`src/ssc_pkg.sv`:
```
// package of constants for the spi switch channel control block
// assumes a 200 MHz system clock sampling a slow serial link
package ssc_pkg;
  // ***************************
  // frame layout
  // ***************************
  localparam int unsigned FRAME_BITS = 16;
  localparam int unsigned CNT_W      = 5;
  localparam logic [3:0]  GRP_LOW    = 4'h0;
  localparam logic [3:0]  GRP_HIGH   = 4'hF;
  // ***************************
  // upper nibble command codes
  // ***************************
  localparam logic [3:0]  CMD_DIAG   = 4'h0;
  localparam logic [3:0]  CMD_READ   = 4'hC;
  localparam logic [3:0]  CMD_ECHO   = 4'hA;
  localparam logic [3:0]  CMD_OR     = 4'h3;
  localparam logic [3:0]  CMD_AND    = 4'hF;
  // ***************************
  // diagnostic codes per channel
  // ***************************
  localparam logic [1:0]  DIAG_OK    = 2'h3;
  localparam logic [1:0]  DIAG_OVL   = 2'h2;
  localparam logic [1:0]  DIAG_OPEN  = 2'h1;
  localparam logic [1:0]  DIAG_SHG   = 2'h0;
  // ***************************
  // reset values
  // ***************************
  localparam logic [15:0] RST_SHIFT  = 16'h0000;
  localparam logic [7:0]  RST_CHAN   = 8'h00;
  localparam logic [1:0]  RST_SYNC   = 2'h0;

  typedef enum logic [2:0] {
    SSC_RB_ZERO = 3'b001,
    SSC_RB_DIAG = 3'b010,
    SSC_RB_ECHO = 3'b100
  } ssc_rb_t;
endpackage : ssc_pkg

```
`src/ssc_link_if.sv`:
```
// carrier between the top and its serial edge detector
// assumes one clock domain; the pins are synchronised before use
`timescale 1ns/1ps
interface ssc_link_if;
  logic sclk_rise;
  logic sclk_fall;
  logic sel_fall;
  logic sel_rise;
  logic sel_active;
  logic si_bit;
  modport det (output sclk_rise, sclk_fall, sel_fall, sel_rise,
               sel_active, si_bit);
  modport core (input sclk_rise, sclk_fall, sel_fall, sel_rise,
                sel_active, si_bit);
endinterface : ssc_link_if

```
`src/ssc_switch_ctl.sv`:
```
// serial command interpreter and output control of a 16-channel switch
// assumes a host that keeps the serial clock low around select edges
`timescale 1ns/1ps
// How it works
// - serial output moves to next diagnostic bit on each clock rise
// - serial input sampled on clock fall, most significant bit first
// - frame is sixteen bits, control byte then active-high data byte
// - output tri-stated while deselected, driven msb first once selected
// - parallel channels take AND or OR of pin and serial bit
// - polarity pin high means active-high pins, low means active-low
// - unconnected parallel pins count as off inputs to the AND or OR
// - each channel latched; reset turns all outputs off
// - data bit high means on, low means off
// - select rise copies shifted bits into output control
// - answer word holds two diagnostic bits per group channel
// - control bits 0-3 low pick group one, high pick group two
// - nibble LLLL gives diagnosis, ignores data, keeps outputs
// - nibble HHLL returns parallel pins and one fault bit each
// - nibble HLHL loops serial input straight to serial output
// - nibble LLHH sets OR, applies data, full diagnosis
// - nibble HHHH sets AND, applies data, full diagnosis
// - undefined control word does nothing and clears shift register
// - diagnosis-only lasts one frame and never alters outputs
// - select fall loads diagnostic status into shift register
// - OR after reset; operation latched until other is programmed
// - codes HH ok, HL overload, LH open load, LL short ground
// - after readout the previously addressed group's faults clear
module ssc_switch_ctl (
  // clock and reset
  input  wire logic        clk,
  input  wire logic        sys_rst,
  // serial pins
  input  wire logic        sclk,
  input  wire logic        sel_n,
  input  wire logic        sdi,
  output logic             sdo,
  output logic             sdo_oe,
  // parallel inputs, channels 1-4 then 9-12; pin_open_ch1 and pin_open_ch9 low when wired
  input  wire logic [3:0]  parallel_input_ch1,
  input  wire logic [3:0]  parallel_input_ch9,
  input  wire logic [3:0]  pin_open_ch1,
  input  wire logic [3:0]  pin_open_ch9,
  input  wire logic        input_polarity_select,
  // per-channel fault codes from the power stage, two bits each
  input  wire logic [15:0] diag_word_low_group,
  input  wire logic [15:0] diag_word_high_group,
  // outputs
  output logic [15:0]      chan_on,
  output logic             mode_and_low,
  output logic             mode_and_high
);
  ssc_link_if lnk ();

  ssc_edge_det u_det (
    .clk     (clk),
    .sys_rst (sys_rst),
    .sclk    (sclk),
    .sel_n   (sel_n),
    .sdi     (sdi),
    .lnk     (lnk)
  );

  // ***************************
  // pin synchronisers
  // ***************************
  logic [7:0]  par_s1;
  logic [7:0]  par_s2;
  logic [7:0]  opn_s1;
  logic [7:0]  opn_s2;
  logic [1:0]  pol_sy;
  logic [31:0] flt_s1;
  logic [31:0] flt_s2;

  always_ff @(posedge clk or posedge sys_rst) begin
    if (sys_rst) begin
      par_s1 <= 8'h00;
      par_s2 <= 8'h00;
      opn_s1 <= 8'hFF;
      opn_s2 <= 8'hFF;
      pol_sy <= 2'h3;
      flt_s1 <= 32'hFFFFFFFF;
      flt_s2 <= 32'hFFFFFFFF;
    end else begin
      par_s1 <= {parallel_input_ch9, parallel_input_ch1};
      par_s2 <= par_s1;
      opn_s1 <= {pin_open_ch9, pin_open_ch1};
      opn_s2 <= opn_s1;
      pol_sy <= {pol_sy[0], input_polarity_select};
      flt_s1 <= {diag_word_high_group, diag_word_low_group};
      flt_s2 <= flt_s1;
    end
  end

  // ***************************
  // parallel input conditioning
  // ***************************
  logic [7:0] par_on;

  genvar gi;
  generate
    for (gi = 0; gi < 8; gi++) begin : g_par
      // polarity per pin, open pin forces off
      assign par_on[gi] = ~opn_s2[gi] & (par_s2[gi] ~^ pol_sy[1]);
    end
  endgenerate

  // ***************************
  // shift registers
  // ***************************
  logic [15:0]        rx_shift;
  logic [15:0]        tx_shift;
  logic [ssc_pkg::CNT_W-1:0] bit_cnt;
  logic               echo_bit;

  always_ff @(posedge clk or posedge sys_rst) begin
    if (sys_rst) begin
      rx_shift <= ssc_pkg::RST_SHIFT;
      bit_cnt  <= '0;
      echo_bit <= 1'b0;
    end else if (lnk.sel_fall) begin
      bit_cnt <= '0;
    end else if (lnk.sclk_fall) begin
      rx_shift <= {rx_shift[14:0], lnk.si_bit};
      echo_bit <= lnk.si_bit;
      if (bit_cnt != ssc_pkg::CNT_W'(ssc_pkg::FRAME_BITS))
        bit_cnt <= bit_cnt + 1'b1;
    end
  end

  // ***************************
  // command decode
  // ***************************
  logic [3:0] cmd_hi;
  logic [3:0] cmd_grp;
  logic       grp_ok;
  logic       grp_high;
  logic       cmd_valid;
  logic       frame_ok;

  assign cmd_hi   = rx_shift[15:12];
  assign cmd_grp  = rx_shift[11:8];
  assign grp_ok   = (cmd_grp == ssc_pkg::GRP_LOW) |
                    (cmd_grp == ssc_pkg::GRP_HIGH);
  assign grp_high = (cmd_grp == ssc_pkg::GRP_HIGH);
  assign cmd_valid = grp_ok & ((cmd_hi == ssc_pkg::CMD_DIAG) |
                     (cmd_hi == ssc_pkg::CMD_READ) |
                     (cmd_hi == ssc_pkg::CMD_ECHO) |
                     (cmd_hi == ssc_pkg::CMD_OR) |
                     (cmd_hi == ssc_pkg::CMD_AND));
  // a short frame is treated like an undefined word; a long one keeps its last 16 bits
  assign frame_ok = cmd_valid &
                    (bit_cnt == ssc_pkg::CNT_W'(ssc_pkg::FRAME_BITS));

  // ***************************
  // output latches per group
  // ***************************
  logic [7:0] ser_low;
  logic [7:0] ser_high;
  logic       apply;

  // only OR and AND apply data
  assign apply = lnk.sel_rise & frame_ok &
                 ((cmd_hi == ssc_pkg::CMD_OR) | (cmd_hi == ssc_pkg::CMD_AND));

  // copy data on select rise, reset clears
  always_ff @(posedge clk or posedge sys_rst) begin
    if (sys_rst) begin
      ser_low  <= ssc_pkg::RST_CHAN;
      ser_high <= ssc_pkg::RST_CHAN;
    end else if (apply) begin
      if (grp_high)
        ser_high <= rx_shift[7:0];
      else
        ser_low  <= rx_shift[7:0];
    end
  end

  // OR after reset, latched per group
  always_ff @(posedge clk or posedge sys_rst) begin
    if (sys_rst) begin
      mode_and_low  <= 1'b0;
      mode_and_high <= 1'b0;
    end else if (apply) begin
      if (grp_high)
        mode_and_high <= (cmd_hi == ssc_pkg::CMD_AND);
      else
        mode_and_low  <= (cmd_hi == ssc_pkg::CMD_AND);
    end
  end

  // ***************************
  // output combining
  // ***************************
  logic [15:0] next_chan_on;

  always_comb begin
    next_chan_on = {ser_high, ser_low};
    for (int i = 0; i < 4; i++) begin
      next_chan_on[i]   = mode_and_low ? (ser_low[i] & par_on[i])
                                       : (ser_low[i] | par_on[i]);
      next_chan_on[8+i] = mode_and_high ? (ser_high[i] & par_on[4+i])
                                        : (ser_high[i] | par_on[4+i]);
    end
  end

  always_ff @(posedge clk or posedge sys_rst) begin
    if (sys_rst)
      chan_on <= 16'h0000;
    else
      chan_on <= next_chan_on;
  end

  // ***************************
  // readback request for next frame
  // ***************************
  ssc_pkg::ssc_rb_t rb_kind;
  logic             rb_high;
  logic             rb_read;

  // answer kind chosen at frame end
  always_ff @(posedge clk or posedge sys_rst) begin
    if (sys_rst) begin
      rb_kind <= ssc_pkg::SSC_RB_ZERO;
      rb_high <= 1'b0;
      rb_read <= 1'b0;
    end else if (lnk.sel_rise) begin
      rb_high <= grp_high;
      rb_read <= (cmd_hi == ssc_pkg::CMD_READ);
      if (!frame_ok)
        rb_kind <= ssc_pkg::SSC_RB_ZERO;
      else if (cmd_hi == ssc_pkg::CMD_ECHO)
        rb_kind <= ssc_pkg::SSC_RB_ECHO;
      else
        rb_kind <= ssc_pkg::SSC_RB_DIAG;
    end
  end

  // ***************************
  // diagnosis registers
  // ***************************
  logic [15:0] diag_low;
  logic [15:0] diag_high;
  logic [15:0] diag_sel;
  logic [7:0]  flt_bit;
  logic        clr_low;
  logic        clr_high;

  // clear group read out by the previous command
  assign clr_low  = lnk.sel_fall & (rb_kind == ssc_pkg::SSC_RB_DIAG) &
                    ~rb_high;
  assign clr_high = lnk.sel_fall & (rb_kind == ssc_pkg::SSC_RB_DIAG) &
                    rb_high;

  // faults are sticky (low bits); a fresh fault wins over the clear
  always_ff @(posedge clk or posedge sys_rst) begin
    if (sys_rst) begin
      diag_low  <= 16'hFFFF;
      diag_high <= 16'hFFFF;
    end else begin
      diag_low  <= (clr_low ? 16'hFFFF : diag_low) & flt_s2[15:0];
      diag_high <= (clr_high ? 16'hFFFF : diag_high) & flt_s2[31:16];
    end
  end

  assign diag_sel = rb_high ? diag_high : diag_low;

  // one-bit fault: low unless code is HH
  generate
    for (gi = 0; gi < 8; gi++) begin : g_flt
      assign flt_bit[gi] = (diag_sel[2*gi+1 -: 2] == ssc_pkg::DIAG_OK);
    end
  endgenerate

  // ***************************
  // serial output
  // ***************************
  logic [15:0] next_load;

  always_comb begin
    next_load = ssc_pkg::RST_SHIFT;
    unique case (rb_kind)
      ssc_pkg::SSC_RB_ZERO: next_load = ssc_pkg::RST_SHIFT;
      ssc_pkg::SSC_RB_ECHO: next_load = ssc_pkg::RST_SHIFT;
      ssc_pkg::SSC_RB_DIAG: next_load = rb_read ?
        {rb_high ? {4'h0, par_on[7:4]} : {4'h0, par_on[3:0]}, flt_bit} :
        diag_sel;
      default: next_load = ssc_pkg::RST_SHIFT;
    endcase
  end

  // load on select fall, shift on clock rise
  always_ff @(posedge clk or posedge sys_rst) begin
    if (sys_rst)
      tx_shift <= ssc_pkg::RST_SHIFT;
    else if (lnk.sel_fall)
      tx_shift <= next_load;
    else if (lnk.sclk_rise)
      tx_shift <= {tx_shift[14:0], 1'b0};
  end

  // drive only while selected, echo loop
  always_ff @(posedge clk or posedge sys_rst) begin
    if (sys_rst) begin
      sdo    <= 1'b0;
      sdo_oe <= 1'b0;
    end else begin
      sdo_oe <= lnk.sel_active;
      if (rb_kind == ssc_pkg::SSC_RB_ECHO)
        sdo <= lnk.sel_fall ? 1'b0 : echo_bit;
      else if (lnk.sel_fall)
        sdo <= next_load[15];
      else if (lnk.sclk_rise)
        sdo <= tx_shift[14];
    end
  end
endmodule : ssc_switch_ctl

```
`src/ssc_edge_det.sv`:
```
// two-flop synchronisers and edge finders for the serial pins
// assumes pins come from outside the clk domain
`timescale 1ns/1ps
module ssc_edge_det (
  // clock and reset
  input  wire logic clk,
  input  wire logic sys_rst,
  // pins
  input  wire logic sclk,
  input  wire logic sel_n,
  input  wire logic sdi,
  // events
  ssc_link_if.det   lnk
);
  logic [1:0] sclk_sy;
  logic [1:0] sel_sy;
  logic [1:0] sdi_sy;
  logic       sclk_q;
  logic       sel_q;

  // ***************************
  // synchronisers
  // ***************************
  always_ff @(posedge clk or posedge sys_rst) begin
    if (sys_rst) begin
      sclk_sy <= ssc_pkg::RST_SYNC;
      sel_sy  <= 2'h3;
      sdi_sy  <= ssc_pkg::RST_SYNC;
      sclk_q  <= 1'b0;
      sel_q   <= 1'b1;
    end else begin
      sclk_sy <= {sclk_sy[0], sclk};
      sel_sy  <= {sel_sy[0], sel_n};
      sdi_sy  <= {sdi_sy[0], sdi};
      sclk_q  <= sclk_sy[1];
      sel_q   <= sel_sy[1];
    end
  end

  // clock edges only count while selected, so idle toggling is ignored
  assign lnk.sclk_rise  = sclk_sy[1] & ~sclk_q & ~sel_sy[1];
  assign lnk.sclk_fall  = ~sclk_sy[1] & sclk_q & ~sel_sy[1];
  assign lnk.sel_fall   = ~sel_sy[1] & sel_q;
  assign lnk.sel_rise   = sel_sy[1] & ~sel_q;
  assign lnk.sel_active = ~sel_sy[1];
  assign lnk.si_bit     = sdi_sy[1];
endmodule : ssc_edge_det

```
`config.mk`:
```
export PLATFORM = sky130hd
export DESIGN_NAME = ssc_switch_ctl
export DESIGN_NICKNAME = d
export VERILOG_FILES = /design/src/ssc_pkg.sv /design/src/ssc_link_if.sv /design/src/ssc_switch_ctl.sv /design/src/ssc_edge_det.sv
export SDC_FILE = /design/constraint.sdc
export NUM_CORES = 1
export LEC_CHECK = 0
export BUFFER_PORTS_ARGS = -buffer_cell sky130_fd_sc_hd__buf_4
export CAP_MARGIN = 20
export CELL_PAD_IN_SITES_DETAIL_PLACEMENT = 0
export CELL_PAD_IN_SITES_GLOBAL_PLACEMENT = 1
export CORE_MARGIN = 2
export CORE_UTILIZATION = 48
export DETAILED_ROUTE_END_ITERATION = 10
export PLACE_DENSITY = 0.85
export SLEW_MARGIN = 5
export SYNTH_ARGS = -nofsm -noshare
export SYNTH_HDL_FRONTEND = slang
export SYNTH_HIERARCHICAL = 1
export SYNTH_SLANG_ARGS = --single-unit
```
`constraint.sdc`:
```
create_clock -name clk -period 6.2 [get_ports clk]
set_input_delay 0.31 -clock clk [delete_from_list [all_inputs] [get_ports clk]]
set_output_delay 0.31 -clock clk [all_outputs]
set_load 0.02 [all_outputs]
```
# --- After elaboration in Yosys (flattened, before gate mapping) ---
# Index checks and enable logic that the tools add are counted.
totals:
  ff_bits: 216
  word_cells: 149
  out_inout_bits: 20
classes:
  bitwise_logic: 68
  add_sub_neg: 1
  n_eq_ne: 17
  n_mux: 25
  n_reduce_logical: 10
ops:
  columns: ["operator", "count"]
  rows:
  - ["2-to-1 mux 16 bit", 5]
  - ["AND 16 bit", 2]
  - ["2-to-1 mux 15 bit", 2]
  - ["AND 1 bit", 29]
  - ["== test 2 bit (second input constant)", 8]
  - ["== test 4 bit (second input constant)", 4]
  - ["2-to-1 mux 5 bit", 3]
  - ["NOT 1 bit", 15]
  - ["bitwise OR 1 bit", 14]
  - ["2-to-1 mux 1 bit", 12]
  - ["logical NOT 4 bit", 2]
  - ["AND reduction 2 bit", 4]
  - ["XNOR 1 bit", 8]
  - ["2-to-1 mux 3 bit", 2]
  - ["nonzero test 2 bit", 3]
  - ["adder 5 x 1 -> 5 bit (second input constant)", 1]
  - ["== test 5 bit (second input constant)", 1]
  - ["inequality test 5 bit (second input constant)", 1]
  - ["== test 4 x 2 -> 1 bit (second input constant)", 1]
  - ["2-to-1 mux 4 bit", 1]
  - ["== test 3 x 2 -> 1 bit (second input constant)", 1]
  - ["== test 3 bit (second input constant)", 1]
  - ["nonzero test 3 bit", 1]

# --- Depth between registers and ports, before layout ---
logic_depth:
  word_depth: 10
  mapped_depth: 7
  ltp_nobuf: 6

# --- Hierarchy ---
# The synthesis kept the hierarchy.
modules_own_cells:
  columns: ["mod", "n_inst", "cells_per_inst", "area_each_um2", "seq_area_each_um2"]
  rows:
  - ["ssc_switch_ctl", 1, 496, 7302.0, 5323.9]
  - ["ssc_edge_det", 1, 14, 239.0, 203.9]

# --- Worst setup path after synthesis ---
# No wires, ideal clock.
synth_path:
  kind: "register to register"
  startpoint: "register u_det.sel_sy[1]"
  endpoint: "register ser_high[0]"
  setup_slack_ns: 4.058
  setup_ns: 0.125
  path_stages_with_launch: 6
  period_less_slack_ns: 2.142
  required_time_ns: 6.075
  n_path_buf: 1
  arrival_ns: 2.018
  cell_sequence: "dfstp_2 -> nor2b_1 -> clkbuf_1 -> nand3_1 -> nor4_4 -> mux2_2"
synth_between:
  elab_chain_cells: 4
synth_lines:
  columns: ["element", "line_no", "text"]
  rows:
  - ["from (decl)", "ssc_edge_det.sv:16", "logic [1:0] sel_sy;"]
  - ["from (signal assigned)", "ssc_edge_det.sv:33", "sel_sy <= {sel_sy[0], sel_n};"]
  - ["AND 1 bit", "ssc_edge_det.sv:44", "assign lnk.sel_rise = sel_sy[1] & ~sel_q;"]
  - ["via lnk.sel_rise", "ssc_link_if.sv:8", "logic sel_rise;"]
  - ["AND 1 bit (2 in series)", "ssc_switch_ctl.sv:162", "assign apply = lnk.sel_rise & frame_ok &"]
  - ["AND reduction 2 bit (no source line)", null, null]
  - ["to (signal assigned)", "ssc_switch_ctl.sv:169", "ser_high <= ssc_pkg::RST_CHAN;"]
  - ["to (signal assigned)", "ssc_switch_ctl.sv:172", "ser_high <= rx_shift[7:0];"]
  - ["to (decl)", "ssc_switch_ctl.sv:158", "logic [7:0] ser_high;"]
# The timed path passes the listed nets, and every way through them passes these cells.
# A chain may end at the register's enable or synchronous reset.

# --- Worst setup path after layout ---
layout_path:
  startpoint: "register u_det.sel_sy[1]"
  endpoint: "register ser_high[2]"
# Same word-level chain as after synthesis.

==> metrics.txt <==
Clock Path Buffers 3; I/O Buffers 73; worst endpoint data arrival time around 3 ns; Worst Max-Slew Pin Slew 0.943 ns; FF-to-FF Start u_det/sel_sy[1]$_DFF_PP1_; global-route wire length before repair 22.4 mm; initial antenna violation count 0; overall routing resource usage between 10% and 20%; pre-CTS setup slack 3.63 ns; Top FF cell, synth dfstp_2; slowest CP cell nor4_4; Syn Inst Count 510; stages on the worst setup path 4; area grow syn2layout 26.9%; Crit. Startpoint u_det/sel_sy[1]$_DFF_PP1_; sequence of cells on the critical path nor2b_1 > nand3_1 > nor4_4 > mux2_2; drt pass-1 iters 4; internal power roughly 2300 uW; worst r2r path cells 4; via count approximately 4,400; Largest delay share family, worst path simple AND/OR/NAND/NOR gates; critical path type reg2reg; Final Cycle Share roughly 43%; sw power around 640 uW; top cell type's share of synthesized area 41.1%; fin cells 870; status finished clean; placed cells a little under 800; Die Wd about 130 microns; reg2reg end ser_high[2]$_DFFE_PP0P_; worst endpoint required time about 6.6 ns; Root Driver clkbuf_16; Clock power frac ~43%; max-cap violation count 0; later-pin clock latency in the skew report around 0.50 ns; largest net degree at the start of global routing roughly 150; routability cong. between 0.7 and 0.8; vias in the first global route 4,518; max-slew violation count 0; layout net count 700; CP Capture Type flip-flop; Mapped Area around 7500 sq um; row count between 40 and 50; max_slew headroom 37.1%; Setup crit start kind flip-flop; worst vdd ir approximately 0.21 mV; Post-synth top cells dfstp_2, dfrtp_1, o21a_1, mux2_2; sequential share of the synthesized area approximately three quarters; Die Area roughly 17,000 sq um; total setup buffers inserted after CTS 0; io pins 74; clk_skew ~0.0093 ns; P per Cell Area 313 nW/um^2; clock sinks ~220; Bufs and invs on worst path 0; Post-synth EDFFs 0; crit path max fanout 10; number of synthesized register bits roughly 220; area of the core about 15,000 sq um; Vias per Instance around 5.0; 1st-iter DRT viols 283; Hold Fails Final Rpt 0; R2R setup slack between 3 and 4 ns; distinct cell type count after synthesis 39; switching part of the total power between 20% and 30%; RSZ-0062 raised after global routing no; Die Height 129 microns; final core utilization a little over three fifths; net count after synthesis between 500 and 600; H-Tree Depth 1; Num CTS Buffers 22; average cell area after synthesis 14.8 sq um; final hold slack ~0.35 ns; asr flop ratio synth 100%; WL final between 10 and 15 mm; Antenna diodes 0; CP endpoint ser_high[2]$_DFFE_PP0P_; total negative slack 0 ns; Clock Pin Slew Worst Setup and Hold Paths around 0.07 ns; CP peak stage delay roughly 0.64 ns; leading area contributor after synthesis dfstp_2; leakage approximately 0.0042 uW; Fmax achieved approximately 380 MHz; top-count cell post-synth dfstp_2; ANT nets after route 0; dpl hpwl between 8 and 9 mm; DRC viols 0; Final Critical Period ~2.6 ns; CTS tree yes; share of layout cells above drive strength 1 slightly above 40%; Reg power frac between 50% and 60%; GRT overflow 0; Hold/Removal Path Class in2async; FILL cells ~1,100; yosys synthesis warning count 6; final setup margin between 3 and 4 ns; WL/cell approximately 15 microns; Final setup violation count 0; Initial Utilization ~50%; synth top area cells dfstp_2, dfrtp_1, mux2_2; combinational fraction of design power 5.7%
repair_timing:
action,4_1_cts,5_1_grt
hold endpoints to repair,57,0
hold buffers,53,0
resized for setup,0,0
worst register-to-register path: cells and delay by family (launching register included):
| family | cells | cell delay [ns] |
|---|---|---|
| flops | 1 | 0.58 |
| mux | 1 | 0.42 |
| simple gates | 3 | 1.53 |
cells by family after synthesis:
kind of cell / Yosys count / synth area share, %
simple gates: 94 / 6.92
fa+ha+maj: 10 / 1.39
buf+inv: 43 / 2.14
mux: 47 / 6.77
xor+xnor: 13 / 1.51
compound gates: 88 / 7.96
flops: 215 / 73.3
final cells by class:
cell class | count | area (sq um) | share of cell area [%]
inverters | 23 | 93.8 | 0.981
clock buffers | 30 | 631 | 6.59
repair buffers | 130 | 1110 | 11.6
well taps | 211 | 264 | 2.76
flip-flops and latches | 215 | 5530 | 57.8
clock inverters | 9 | 91.3 | 0.955
multi-input cells | 252 | 1850 | 19.4
flip-flops by register name, indices dropped and copies added (netlist names), 5 cells and up:
register	cells
flt_s1	32
flt_s2	32
chan_on	16
diag_high	16
diag_low	16
rx_shift	16
tx_shift	15
opn_s1	8
opn_s2	8
par_s1	8
par_s2	8
ser_high	8
ser_low	8
bit_cnt	5
per-stage QoR:
step	instance area [sq um]	total power (uW)
CTS	9570	3020
global placement	8320	1700
detailed placement	8320	1710
global route	9570	3120
finish	9570	2990
floorplan	7540	1640
placed cells by master (no fill, tap or decap), types with 2 or more instances in the layout:
cell type	netlist	final
o32ai_1	4	4
nand2b_1	3	3
dlygate4sd3_1	0	53
o21ai_0	10	10
inv_1	23	22
clkinv_2	0	4
nor4_4	2	2
ha_1	2	2
nor3_1	5	5
dfstp_2	118	118
clkbuf_16	0	22
a2111oi_0	4	4
buf_4	0	77
mux2i_1	15	15
o22ai_1	3	3
nor2_1	15	15
clkbuf_1	17	3
nand2_1	23	23
maj3_1	8	8
nand3_1	16	16
a21oi_1	19	19
xor2_1	12	12
or3_1	4	4
mux2_2	32	32
and2_1	2	2
clkbuf_8	0	5
o21a_1	36	36
dfrtp_1	97	97
nor3b_1	4	4
nor2b_1	10	10
o211ai_1	7	7
nand4_1	5	5
inv_6	0	2
power groups by stage:
stage                     logic (uW)  clock network, uW  registers, uW
after floorplan                 83.2                  0           1550
after global placement           138                  0           1560
after detailed placement         144                  0           1560
after CTS                        172               1310           1540
after global routing             190               1380           1550
final                            170               1280           1540
how the worst min path moves through the flow:
stage | startpoint | depth (start not counted) | endpoint
2_1_floorplan | sys_rst | 1 | u_det/sclk_q$_DFF_PP0_
3_3_place_gp | sys_rst | 2 | u_det/sdi_sy[1]$_DFF_PP0_
3_5_place_dp | sys_rst | 2 | u_det/sdi_sy[0]$_DFF_PP0_
4_1_cts | sys_rst | 3 | u_det/sclk_q$_DFF_PP0_
5_1_grt | par_s1[6]$_DFF_PP0_ | 0 | par_s2[6]$_DFF_PP0_
6_report | sys_rst | 3 | u_det/sclk_sy[1]$_DFF_PP0_
routing by layer:
layer / GRT usage (%) / part of all wire (%)
met5: 0 / 0
met4: 4.80 / 2.1
met2: 28.5 / 51
met1: 22.8 / 44
met3: 3.18 / 3.7
No activity file was read; power rests on OpenSTA's default activity.
